## config.mk

```make
export PLATFORM = sky130hd
export DESIGN_NAME = edm_core
export DESIGN_NICKNAME = d
export VERILOG_FILES = /design/src/design/edm_pkg.sv /design/src/design/edm_core.sv
export SDC_FILE = /design/constraint.sdc
export NUM_CORES = 2
export LEC_CHECK = 0
export ABC_AREA = 1
export BUFFER_PORTS_ARGS = -buffer_cell sky130_fd_sc_hd__buf_2
export CAP_MARGIN = 20
export CORE_ASPECT_RATIO = 0.75
export CORE_MARGIN = 4
export CORE_UTILIZATION = 36
export CTS_CLUSTER_DIAMETER = 200
export DETAILED_ROUTE_END_ITERATION = 10
export GPL_TIMING_DRIVEN = 1
export PLACE_DENSITY_LB_ADDON = 0.12
export SETUP_SLACK_MARGIN = 0.2
export SLEW_MARGIN = 20
export SYNTH_ARGS = -nofsm -noshare
export SYNTH_HDL_FRONTEND = slang
export SYNTH_SLANG_ARGS = --single-unit
```

## constraint.sdc

```tcl
create_clock -name sys_clk -period 4.2 [get_ports sys_clk]
set_input_delay 0.84 -clock sys_clk [delete_from_list [all_inputs] [get_ports sys_clk]]
set_output_delay 0.84 -clock sys_clk [all_outputs]
set_load 0.02 [all_outputs]
```

## src/design/edm_pkg.sv

```systemverilog
/*
 * edm_pkg: shared constants, types and state codes for the four-channel
 * external-bus dma channel-state and priority block.
 * assumes: included by name (edm_pkg::) from the design and the bench; no imports.
 */
package edm_pkg;

   localparam int          NUM_CH    = 4;            // channels, 0 highest priority
   localparam int          AW        = 32;           // address register width
   localparam int          CW        = 24;           // transfer count width
   localparam int          BLK_LSB   = 16;           // block size field starts here
   localparam int          BW        = 9;            // block remainder counter width

   // software register selects on the write and read ports
   localparam logic [2:0]  SEL_SAR   = 3'h0;         // source_address_reg
   localparam logic [2:0]  SEL_DAR   = 3'h1;         // destination_address_reg
   localparam logic [2:0]  SEL_TCR   = 3'h2;         // transfer_count_reg
   localparam logic [2:0]  SEL_MODE  = 3'h3;         // channel_mode_reg
   localparam logic [2:0]  SEL_ACR   = 3'h4;         // address_control_reg

   // address step modes (hi, lo)
   localparam logic [1:0]  STEP_INC  = 2'h2;         // hi=1 lo=0 : increment
   localparam logic [1:0]  STEP_DEC  = 2'h3;         // hi=1 lo=1 : decrement
   localparam logic [31:0] STEP_BYTE = 32'h0000_0001;
   localparam logic [31:0] STEP_WORD = 32'h0000_0002;
   localparam logic [31:0] ALL_ONES  = 32'hFFFF_FFFF;
   localparam logic [8:0]  BLK_FULL  = 9'h100;       // block size code 0 means 256

   // reset values
   localparam logic [31:0] ADDR_RST  = 32'h0000_0000;
   localparam logic [23:0] TCR_RST   = 24'h00_0000;
   localparam logic [31:0] RD_RST    = 32'h0000_0000;

   // channel_mode_reg, bit 0 upward: channel_enable_bit first
   typedef struct packed {
      logic auto_req;                               // bit 7: auto request activation
      logic burst;                                  // bit 6: burst bus mode
      logic blk;                                    // bit 5: block transfer mode
      logic size;                                   // bit 4: transfer_size_bit, 1 = word
      logic bef;                                    // bit 3: block_error_flag
      logic interrupt_request_flag;                                    // bit 2: interrupt_request_flag
      logic ie;                                     // bit 1: interrupt_enable_bit
      logic en;                                     // bit 0: channel_enable_bit
   } edm_mode_t;

   // address_control_reg, low 16 bits
   typedef struct packed {
      logic       sarie;                            // bit 15: source repeat overflow irq
      logic       darie;                            // bit 14: destination repeat overflow irq
      logic [4:0] sara;                             // bits 13:9: source repeat area bits
      logic [4:0] dara;                             // bits 8:4: destination repeat area bits
      logic [1:0] sat;                              // bits 3:2: source step mode hi, lo
      logic [1:0] dat;                              // bits 1:0: destination step mode hi, lo
   } edm_acr_t;

   localparam edm_mode_t   MODE_RST  = '0;
   localparam edm_acr_t    ACR_RST   = '0;

   // software write request, one cycle
   typedef struct packed {
      logic        wr;                              // write strobe
      logic [1:0]  ch;                              // channel
      logic [2:0]  sel;                             // register select
      logic [31:0] data;                            // write data
   } edm_swr_t;

   // transfer engine states, gray along idle -> read -> write -> release
   typedef enum logic [1:0] {
      ST_IDLE = 2'b00,
      ST_RD   = 2'b01,
      ST_WR   = 2'b11,
      ST_REL  = 2'b10
   } edm_state_t;

endpackage : edm_pkg

```

## src/design/edm_core.sv

```systemverilog
/*
 * edm_core: per-channel register update and priority channel arbitration, where the
 * current channel yields to any other requester outside auto cycle steal, of a four-channel external-bus dma unit.
 * assumes: all inputs are synchronous to sys_clk; each bus cycle takes one
 * clock; the bus is free whenever bus_other_req is low.
 */
`timescale 1ns/1ps

module edm_core #(
   parameter int NCH = edm_pkg::NUM_CH                   // channel count
) (
   input  wire logic                sys_clk,             // 100 MHz system clock
   input  wire logic                nrst,                // async reset, active low
   input  wire edm_pkg::edm_swr_t   sw_wr,               // processor register write
   input  wire logic                sw_rd,               // processor longword read strobe
   input  wire logic [1:0]          sw_rd_ch,            // read channel
   input  wire logic [2:0]          sw_rd_sel,           // read register select
   input  wire logic [NCH-1:0]      xfer_req,            // per-channel transfer requests
   input  wire logic                bus_other_req,       // another master wants the bus
   input  wire logic                nmi,                 // nmi event, one cycle
   input  wire logic                hw_standby,          // hardware standby level
   output logic [31:0]              rd_data_r,           // buffered read data
   output logic [31:0]              bus_addr_r,          // dma bus address
   output logic                     bus_rd_r,            // dma read cycle
   output logic                     bus_wr_r,            // dma write cycle
   output logic                     bus_size_r,          // 1 = word cycle
   output logic [1:0]               bus_ch_r,            // channel owning the cycle
   output logic                     xfer_end_r,          // last transfer pulse
   output logic [NCH-1:0]           ch_en_r,             // channel enable bits
   output logic [NCH-1:0]           irq_r                // interrupt requests
);

   // address step with repeat area; msb of the result flags an overflow
   function automatic logic [32:0] edm_step(input logic [31:0] a, input logic [1:0] md,
                                           input logic sz, input logic [4:0] ara);
      logic [31:0] d;
      logic [31:0] nx;
      logic [31:0] m;
      d  = sz ? edm_pkg::STEP_WORD : edm_pkg::STEP_BYTE;
      nx = (md == edm_pkg::STEP_INC) ? a + d :
           (md == edm_pkg::STEP_DEC) ? a - d : a;
      m  = (ara == 5'h00) ? edm_pkg::ALL_ONES : ((32'h0000_0001 << ara) - 32'h0000_0001);
      edm_step = {|((nx ^ a) & ~m), (a & ~m) | (nx & m)};
   endfunction : edm_step

   // highest-priority set bit: {valid, index}
   function automatic logic [2:0] edm_pick(input logic [NCH-1:0] v);
      logic [2:0] r;
      r = 3'h0;
      for (int k = NCH - 1; k >= 0; k--) begin
         if (v[k]) begin
            r = {1'b1, 2'(k)};
         end
      end
      edm_pick = r;
   endfunction : edm_pick

   edm_pkg::edm_state_t  st_r, st_nxt;
   logic [1:0]           cur_r, cur_nxt;
   logic [8:0]           blk_rem_r, blk_rem_nxt;

   logic [31:0]          sar_w   [NCH];
   logic [31:0]          dar_w   [NCH];
   logic [23:0]          tcr_w   [NCH];
   edm_pkg::edm_mode_t   mode_w  [NCH];
   edm_pkg::edm_acr_t    acr_w   [NCH];
   logic [NCH-1:0]       halt_w;
   logic [NCH-1:0]       chan_end_w;

   // engine decode
   wire       in_rd     = (st_r == edm_pkg::ST_RD);
   wire       in_wr     = (st_r == edm_pkg::ST_WR);
   wire       blk_last  = (blk_rem_r == 9'h001);
   wire       unit_done = in_wr && (!mode_w[cur_r].blk || blk_last);
   wire       abort     = nmi || hw_standby;

   // per-channel register sets, each touched only by its own transfers, processor writes to its channel and nmi or standby
   for (genvar i = 0; i < NCH; i++) begin : g_ch
      logic [31:0]        sar_r, dar_r;
      logic [23:0]        tcr_r;
      edm_pkg::edm_mode_t mode_r;
      edm_pkg::edm_acr_t  acr_r;
      logic               halt_r, ovf_r;

      wire        me      = (cur_r == 2'(i));
      wire        busy    = me && (in_rd || in_wr);
      wire        rd_hit  = me && in_rd;
      wire        wr_hit  = me && in_wr;
      wire        done    = me && unit_done;
      wire        sel_me  = sw_wr.wr && (sw_wr.ch == 2'(i));
      wire        wr_sar  = sel_me && (sw_wr.sel == edm_pkg::SEL_SAR);
      wire        wr_dar  = sel_me && (sw_wr.sel == edm_pkg::SEL_DAR);
      wire        wr_tcr  = sel_me && (sw_wr.sel == edm_pkg::SEL_TCR);
      wire        wr_mode = sel_me && (sw_wr.sel == edm_pkg::SEL_MODE);
      wire        wr_acr  = sel_me && (sw_wr.sel == edm_pkg::SEL_ACR) && !mode_r.en;
      wire [32:0] s_step  = edm_step(sar_r, acr_r.sat, mode_r.size, acr_r.sara);
      wire [32:0] d_step  = edm_step(dar_r, acr_r.dat, mode_r.size, acr_r.dara);
      wire        s_ovf   = rd_hit && acr_r.sarie && s_step[32];
      wire        d_ovf   = wr_hit && acr_r.darie && d_step[32];

      // count: block mode counts only the low 16 bits and keeps the block size
      wire [15:0] lo_cnt  = tcr_r[15:0];
      wire        cnt_one = mode_r.blk ? (lo_cnt == 16'h0001) : (tcr_r == 24'h00_0001);
      wire [23:0] tcr_dec = mode_r.blk ?
                            {tcr_r[23:16], (lo_cnt == 16'h0000) ? lo_cnt : lo_cnt - 16'h0001}
                          : (tcr_r == edm_pkg::TCR_RST) ? tcr_r : tcr_r - 24'h00_0001;
      wire        tc_end  = wr_hit && cnt_one && !(wr_tcr && sw_wr.data[23:0] == 24'h00_0000);
      logic       tc_pend_r;

      // an end condition met inside a block waits for the block to finish
      wire        stop_ev = tc_end || tc_pend_r || s_ovf || d_ovf || ovf_r;
      wire        fin     = done && (stop_ev || halt_r);
      wire        irf_set = done && stop_ev;
      wire        en_one  = wr_mode && sw_wr.data[0];
      wire        en_zero = wr_mode && !sw_wr.data[0] && mode_r.en;
      wire        bef_set = nmi && busy && mode_r.blk;

      // processor writes win over the same-cycle dma update
      always_ff @(posedge sys_clk or negedge nrst) begin
         if (!nrst) begin
            sar_r <= edm_pkg::ADDR_RST;
            dar_r <= edm_pkg::ADDR_RST;
            tcr_r <= edm_pkg::TCR_RST;
         end else begin
            sar_r <= wr_sar ? sw_wr.data : rd_hit ? s_step[31:0] : sar_r;
            dar_r <= wr_dar ? sw_wr.data : wr_hit ? d_step[31:0] : dar_r;
            tcr_r <= wr_tcr ? sw_wr.data[23:0] : wr_hit ? tcr_dec : tcr_r;
         end
      end

      // overflow and count end held until the unit finishes
      always_ff @(posedge sys_clk or negedge nrst) begin
         if (!nrst) begin
            ovf_r     <= 1'b0;
            tc_pend_r <= 1'b0;
         end else begin
            ovf_r     <= (ovf_r || s_ovf || d_ovf) && !done && !abort;
            tc_pend_r <= (tc_pend_r || tc_end) && !done && !abort;
         end
      end

      // halt request: a 0-write only takes effect at the unit boundary
      always_ff @(posedge sys_clk or negedge nrst) begin
         if (!nrst) begin
            halt_r <= 1'b0;
         end else begin
            halt_r <= (halt_r || en_zero) && !en_one && !fin && !abort && mode_r.en;
         end
      end

      // mode register: enable clear on every end cause, clear beats set
      always_ff @(posedge sys_clk or negedge nrst) begin
         if (!nrst) begin
            mode_r <= edm_pkg::MODE_RST;
         end else begin
            if (wr_mode && !mode_r.en) begin
               {mode_r.auto_req, mode_r.burst, mode_r.blk, mode_r.size, mode_r.ie} <=
                  {sw_wr.data[7:4], sw_wr.data[1]};
            end
            if (abort || fin || (halt_r && !busy)) begin
               mode_r.en <= 1'b0;
            end else if (en_one) begin
               mode_r.en <= 1'b1;
            end
            if (irf_set) begin
               mode_r.interrupt_request_flag <= 1'b1;
            end else if (en_one) begin
               mode_r.interrupt_request_flag <= 1'b0;
            end
            if (bef_set) begin
               mode_r.bef <= 1'b1;
            end else if (wr_mode && !sw_wr.data[3]) begin
               mode_r.bef <= 1'b0;
            end
         end
      end

      always_ff @(posedge sys_clk or negedge nrst) begin
         if (!nrst) begin
            acr_r <= edm_pkg::ACR_RST;
         end else if (wr_acr) begin
            acr_r <= sw_wr.data[15:0];
         end
      end

      // request output registered; drops with the flag or the interrupt enable bit
      always_ff @(posedge sys_clk or negedge nrst) begin
         if (!nrst) begin
            irq_r[i] <= 1'b0;
         end else begin
            irq_r[i] <= (mode_r.interrupt_request_flag || irf_set) && mode_r.ie && !(en_one && !irf_set);
         end
      end

      assign sar_w[i]      = sar_r;
      assign dar_w[i]      = dar_r;
      assign tcr_w[i]      = tcr_r;
      assign mode_w[i]     = mode_r;
      assign acr_w[i]      = acr_r;
      assign halt_w[i]     = halt_r;
      assign chan_end_w[i] = fin || abort;
      assign ch_en_r[i]    = mode_r.en;
   end : g_ch

   // arbitration: halting channels take no new units
   logic [NCH-1:0] req_ok;
   always_comb begin
      req_ok = '0;
      for (int k = 0; k < NCH; k++) begin
         req_ok[k] = xfer_req[k] && mode_w[k].en && !halt_w[k];
      end
   end

   wire [2:0]     pick_all  = edm_pick(req_ok);
   wire [NCH-1:0] cur_1hot  = NCH'(1) << cur_r;
   wire [2:0]     pick_oth  = edm_pick(req_ok & ~cur_1hot);
   wire           cur_ascs  = mode_w[cur_r].auto_req && !mode_w[cur_r].burst;
   // auto cycle steal keeps the current channel unless a higher one asks
   wire [2:0]     pick      = cur_ascs ? pick_all :
                              pick_oth[2] ? pick_oth : pick_all;
   wire           keep_blk  = mode_w[cur_r].blk && !blk_last && mode_w[cur_r].en && !abort;
   wire           keep_bst  = mode_w[cur_r].burst && !chan_end_w[cur_r] && mode_w[cur_r].en;
   wire [8:0]     blk_size  = (tcr_w[pick[1:0]][23:16] == 8'h00) ? edm_pkg::BLK_FULL
                              : {1'b0, tcr_w[pick[1:0]][23:16]};

   // engine next state: one clock per bus cycle, release after each unit except in non-block burst mode
   always_comb begin
      st_nxt      = st_r;
      cur_nxt     = cur_r;
      blk_rem_nxt = blk_rem_r;
      unique case (st_r)
         edm_pkg::ST_IDLE: begin
            if (pick[2] && !bus_other_req && !abort) begin
               st_nxt      = edm_pkg::ST_RD;
               cur_nxt     = pick[1:0];
               blk_rem_nxt = blk_size;
            end
         end
         edm_pkg::ST_RD: begin
            st_nxt = edm_pkg::ST_WR;
         end
         edm_pkg::ST_WR: begin
            blk_rem_nxt = blk_rem_r - 9'h001;
            if (keep_blk || (keep_bst && !mode_w[cur_r].blk)) begin
               st_nxt = edm_pkg::ST_RD;
            end else begin
               st_nxt = edm_pkg::ST_REL;
            end
         end
         edm_pkg::ST_REL: begin
            if (!bus_other_req) begin
               st_nxt = edm_pkg::ST_IDLE;
            end
         end
      endcase
   end

   always_ff @(posedge sys_clk or negedge nrst) begin
      if (!nrst) begin
         st_r      <= edm_pkg::ST_IDLE;
         cur_r     <= 2'h0;
         blk_rem_r <= 9'h000;
      end else begin
         st_r      <= st_nxt;
         cur_r     <= cur_nxt;
         blk_rem_r <= blk_rem_nxt;
      end
   end

   // bus cycle outputs follow the next state so they line up with it
   wire next_rd = (st_nxt == edm_pkg::ST_RD);
   wire next_wr = (st_nxt == edm_pkg::ST_WR);
   always_ff @(posedge sys_clk or negedge nrst) begin
      if (!nrst) begin
         bus_addr_r <= edm_pkg::ADDR_RST;
         bus_rd_r   <= 1'b0;
         bus_wr_r   <= 1'b0;
         bus_size_r <= 1'b0;
         bus_ch_r   <= 2'h0;
      end else begin
         bus_addr_r <= next_rd ? sar_w[cur_nxt] : next_wr ? dar_w[cur_nxt] : bus_addr_r;
         bus_rd_r   <= next_rd;
         bus_wr_r   <= next_wr;
         bus_size_r <= mode_w[cur_nxt].size;
         bus_ch_r   <= cur_nxt;
      end
   end

   // read snapshot: whole word captured in one edge, so halves always match
   wire [31:0] rd_mux =
      (sw_rd_sel == edm_pkg::SEL_SAR)  ? sar_w[sw_rd_ch] :
      (sw_rd_sel == edm_pkg::SEL_DAR)  ? dar_w[sw_rd_ch] :
      (sw_rd_sel == edm_pkg::SEL_TCR)  ? {8'h00, tcr_w[sw_rd_ch]} :
      (sw_rd_sel == edm_pkg::SEL_MODE) ? {24'h00_0000, mode_w[sw_rd_ch]} :
      (sw_rd_sel == edm_pkg::SEL_ACR)  ? {16'h0000, acr_w[sw_rd_ch]} : 32'h0000_0000;

   always_ff @(posedge sys_clk or negedge nrst) begin
      if (!nrst) begin
         rd_data_r  <= edm_pkg::RD_RST;
         xfer_end_r <= 1'b0;
      end else begin
         if (sw_rd) begin
            rd_data_r <= rd_mux;
         end
         xfer_end_r <= in_wr && (tcr_w[cur_r][15:0] == 16'h0001) &&
                       (mode_w[cur_r].blk || tcr_w[cur_r][23:16] == 8'h00);
      end
   end

endmodule : edm_core

```

==> out/results.md <==
| Metric | This run | Unit |
|:---|:---|:---|
| Clock transition at the registers of the reported paths | 60 | ps |
| Overall die area | 0.158 | mm² |
| Share of final-layout standard cells stronger than drive strength 1 | 11.8 | % |
| GR Overflow Total | 0 | - |
| CP bufs+invs | 6 | - |
| Endpoints failing setup | 0 | - |
| Width of the die | 458 | µm |
| Biggest area contributors in the synthesized netlist | dfrtp_1 (25%), nand2_1 (13%), nor2_1 (10%), o21ai_0 (8.7%), nand3_1 (7.3%) | - |
| Avg WL per Cell | 29.3 | µm |
| DR DRC count | 0 | - |
| Length of the first detailed-routing pass in iterations | 8 | - |
| CTS Root Cell | clkbuf_16 | - |
| Period Utilization, post-route | 97.6 | % |
| Highest ir drop seen on vdd | 0.308 | mV |
| Internal power consumption | 14700 | µW |
| Number of maximum-capacitance violations | 0 | - |
| Maximum fanout count along the critical path | 5 | - |
| Gate count of the mapped netlist | 9214 | - |
| RSZ-0062 raised after global routing | yes | - |
| Most Frequent Cell on Critical Path | nand3_1 | - |
| Post-Place Cells | 11378 | - |
| Slowest stage cell on the critical path | dfrtp_1 | - |
| Max-Slew Margin vs Limit | 21.7 | % |
| Effective utilization at floorplan | 36.3 | % |
| Final standard cell count with taps included and fillers excluded | 11562 | - |
| Path type of the worst setup path | register to register | - |
| NumNets Final | 9585 | - |
| Area Overhead vs Synth | 16.3 | % |
| Yosys synthesis warning count | 0 | - |
| Number of vias per cell after detailed routing | 6.03 | - |
| Clock period minus worst slack | 4100 | ps |
| Number of library cell types mapped by synthesis | 74 | - |
| CP Capture Type | register | - |
| Maximum number of pins on one net before global-route repair | 121 | - |
| Post-synthesis sequential area ratio | 25.0 | % |
| Number of buffers created by CTS | 73 | - |
| Class of the tightest hold or removal check | primary input to async pin | - |
| Static Leak | 0.0292 | µW |
| Clock sink count | 545 | - |
| HPWL reported at the end of detailed placement | 267000 | µm |
| Worst slack at placement | -5.43 | ps |
| Areal power density over the cells | 470 | mW/mm² |
| Vertical extent of the die | 345 | µm |
| Slowest Stage Delay on Critical Path | 390 | ps |
| Mapped Nets | 9333 | - |
| Floorplan row count | 123 | - |
| EDFF count, synth | 0 | - |
| Top-count cell post-synth | nand2_1 | - |
| Total global routing track utilization | 41.0 | % |
| Category of the worst setup path launch point | register | - |
| Slew at the pin closest to its max-slew limit | 1160 | ps |
| H-tree Lvls | 3 | - |
| Clk buf depth | 3 | - |
| Routability cong. | 1.10 | - |
| Core Box Area | 0.150 | mm² |
| Global-route wire length before repair | 470000 | µm |
| Initial DRC Count | 11031 | - |
| Sequential power share | 28.8 | % |
| Top cell type's share of synthesized area | 25.0 | % |
| Library cell with the largest summed area after synthesis | dfrtp_1 | - |
| Final Hold Fails | 0 | - |
| Upper clock frequency limit | 0.244 | GHz |
| CTS tree | yes | - |
| Data required time of the critical path | 4800 | ps |
| Boundary Pins | 131 | - |
| Synth cell count leaders | nand2_1 (1897), nor2_1 (1468), inv_1 (962), o21ai_0 (946), nand3_1 (793) | - |
| Dominant delay contributor by cell family on the critical path | simple AND/OR/NAND/NOR gates | - |
| Run status | finished clean | - |
| Commonest register cell after synthesis | dfrtp_1 | - |
| Slack of the critical path | 102 | ps |
| Proportion of register bits with asynchronous set or reset after synthesis | 100 | % |
| Switching portion of total power | 50.8 | % |
| Max Slew Vio Count | 0 | - |
| Number of buffers inserted by port buffering | 130 | - |
| Mean cell area of the mapped netlist | 5.92 | µm² |
| Post-synthesis instance area | 0.0546 | mm² |
| Share of power burned in combinational logic | 46.8 | % |
| Switching power of the nets | 15100 | µW |
| Smallest hold slack | 56.6 | ps |
| Antenna violations before repair | 31 | - |
| Vias in the first global route | 61903 | - |
| Number of synthesized register bits | 545 | - |
| Post-DRT Antenna Nets | 0 | - |
| Utilization after layout | 42.2 | % |
| Detailed Route WL | 339000 | µm |
| Overall via count from detail_route | 69733 | - |
| Skew-Pair Late Insertion Delay | 750 | ps |
| Worst clock skew on the final layout | 53.3 | ps |
| Part of the power in the clock network | 24.4 | % |
| Arrival time at the worst endpoint | 4700 | ps |
layout by cell type, fill, tap and decap left out, drive strengths merged, types with 47 or more instances in the layout:
cell type	n
nand2	1916
nor2	1524
inv	1011
o21ai	976
nand3	807
buf	683
a21oi	660
dfrtp	545
nand4	254
xor2	199
nor3	168
clkbuf	94
o211ai	84
o22ai	60
ha	50
nor4	47
path summary, 6_finish.rpt:
path,startpoint,end,slack (ps),cells past startpoint
setup / recovery,g_ch[3].mode_r[4],bus_addr_r[13],100,28
hold / removal,nrst,acr_w[59],60,1
setup reg to reg,g_ch[3].mode_r[4],bus_addr_r[13],100,28
hold reg to reg,rd_data_r[1],rd_data_r[1],480,2
max in group asynchronous,nrst,g_ch[3].mode_r[5],2960,2
min in group sys_clk,nmi,g_ch[0].mode_r[3],430,3
final cells by class:
class	count	area (µm²)
fill	16654	86800
inverter	1021	3850
tap	2000	2500
timing repair buffer	684	5190
clock buffer	93	2060
sequential	545	13600
multi-input combinational	7141	35500
antenna	35	87.6
clock inverter	43	593
repair_timing:
item,in CTS,in global routing
setup endpoints to repair,36,38
buffers inserted,9,2
pin swaps,31,33
gates cloned,1,0
gates resized for setup,92,59
hold buffers,0,0
cell families (layout without fill, tap and decap cells):
| group | count (synthesis) | in the layout | synth area share, % |
|---|---|---|---|
| buffers and inverters | 1528 | 1841 | 10.9 |
| adders and majority gates | 66 | 66 | 1.73 |
| muxes | 1 | 1 | 0.0206 |
| AOI/OAI and AO/OA | 2054 | 2054 | 21.0 |
| xor gates and xnor gates | 222 | 222 | 3.56 |
| DFF | 545 | 545 | 25.0 |
| other | 0 | 35 | 0 |
| and+or+nand+nor | 4798 | 4798 | 37.8 |
layer usage:
metal	wire length, µm	track usage [%]	vias to the layer above
met4	18000	19.4	8
li1	-	-	31287
met3	43900	13.5	639
met2	132000	55.2	4382
met1	144000	58.1	33417
met5	245	0.905	-
power by group through the flow:
stage / registers (µW) / logic [µW] / clock network [µW]
after global placement: 8550 / 13200 / 0
final: 8590 / 13900 / 7270
after floorplan: 7360 / 8170 / 0
after CTS: 8450 / 13400 / 7300
after global routing: 8630 / 15000 / 7500
after detailed placement: 8530 / 13200 / 0
stage by stage:
stage / cell area (µm²) / TNS [ps] / power (µW)
after floorplan: 54600 / 0 / 15500
after global placement: 60100 / 0 / 21800
after detailed placement: 60100 / -5.43 / 21700
after CTS: 63200 / 0 / 29100
after global routing: 63400 / -274 / 31100
final: 63400 / 0 / 29800
(Power assumes the default switching activity.)
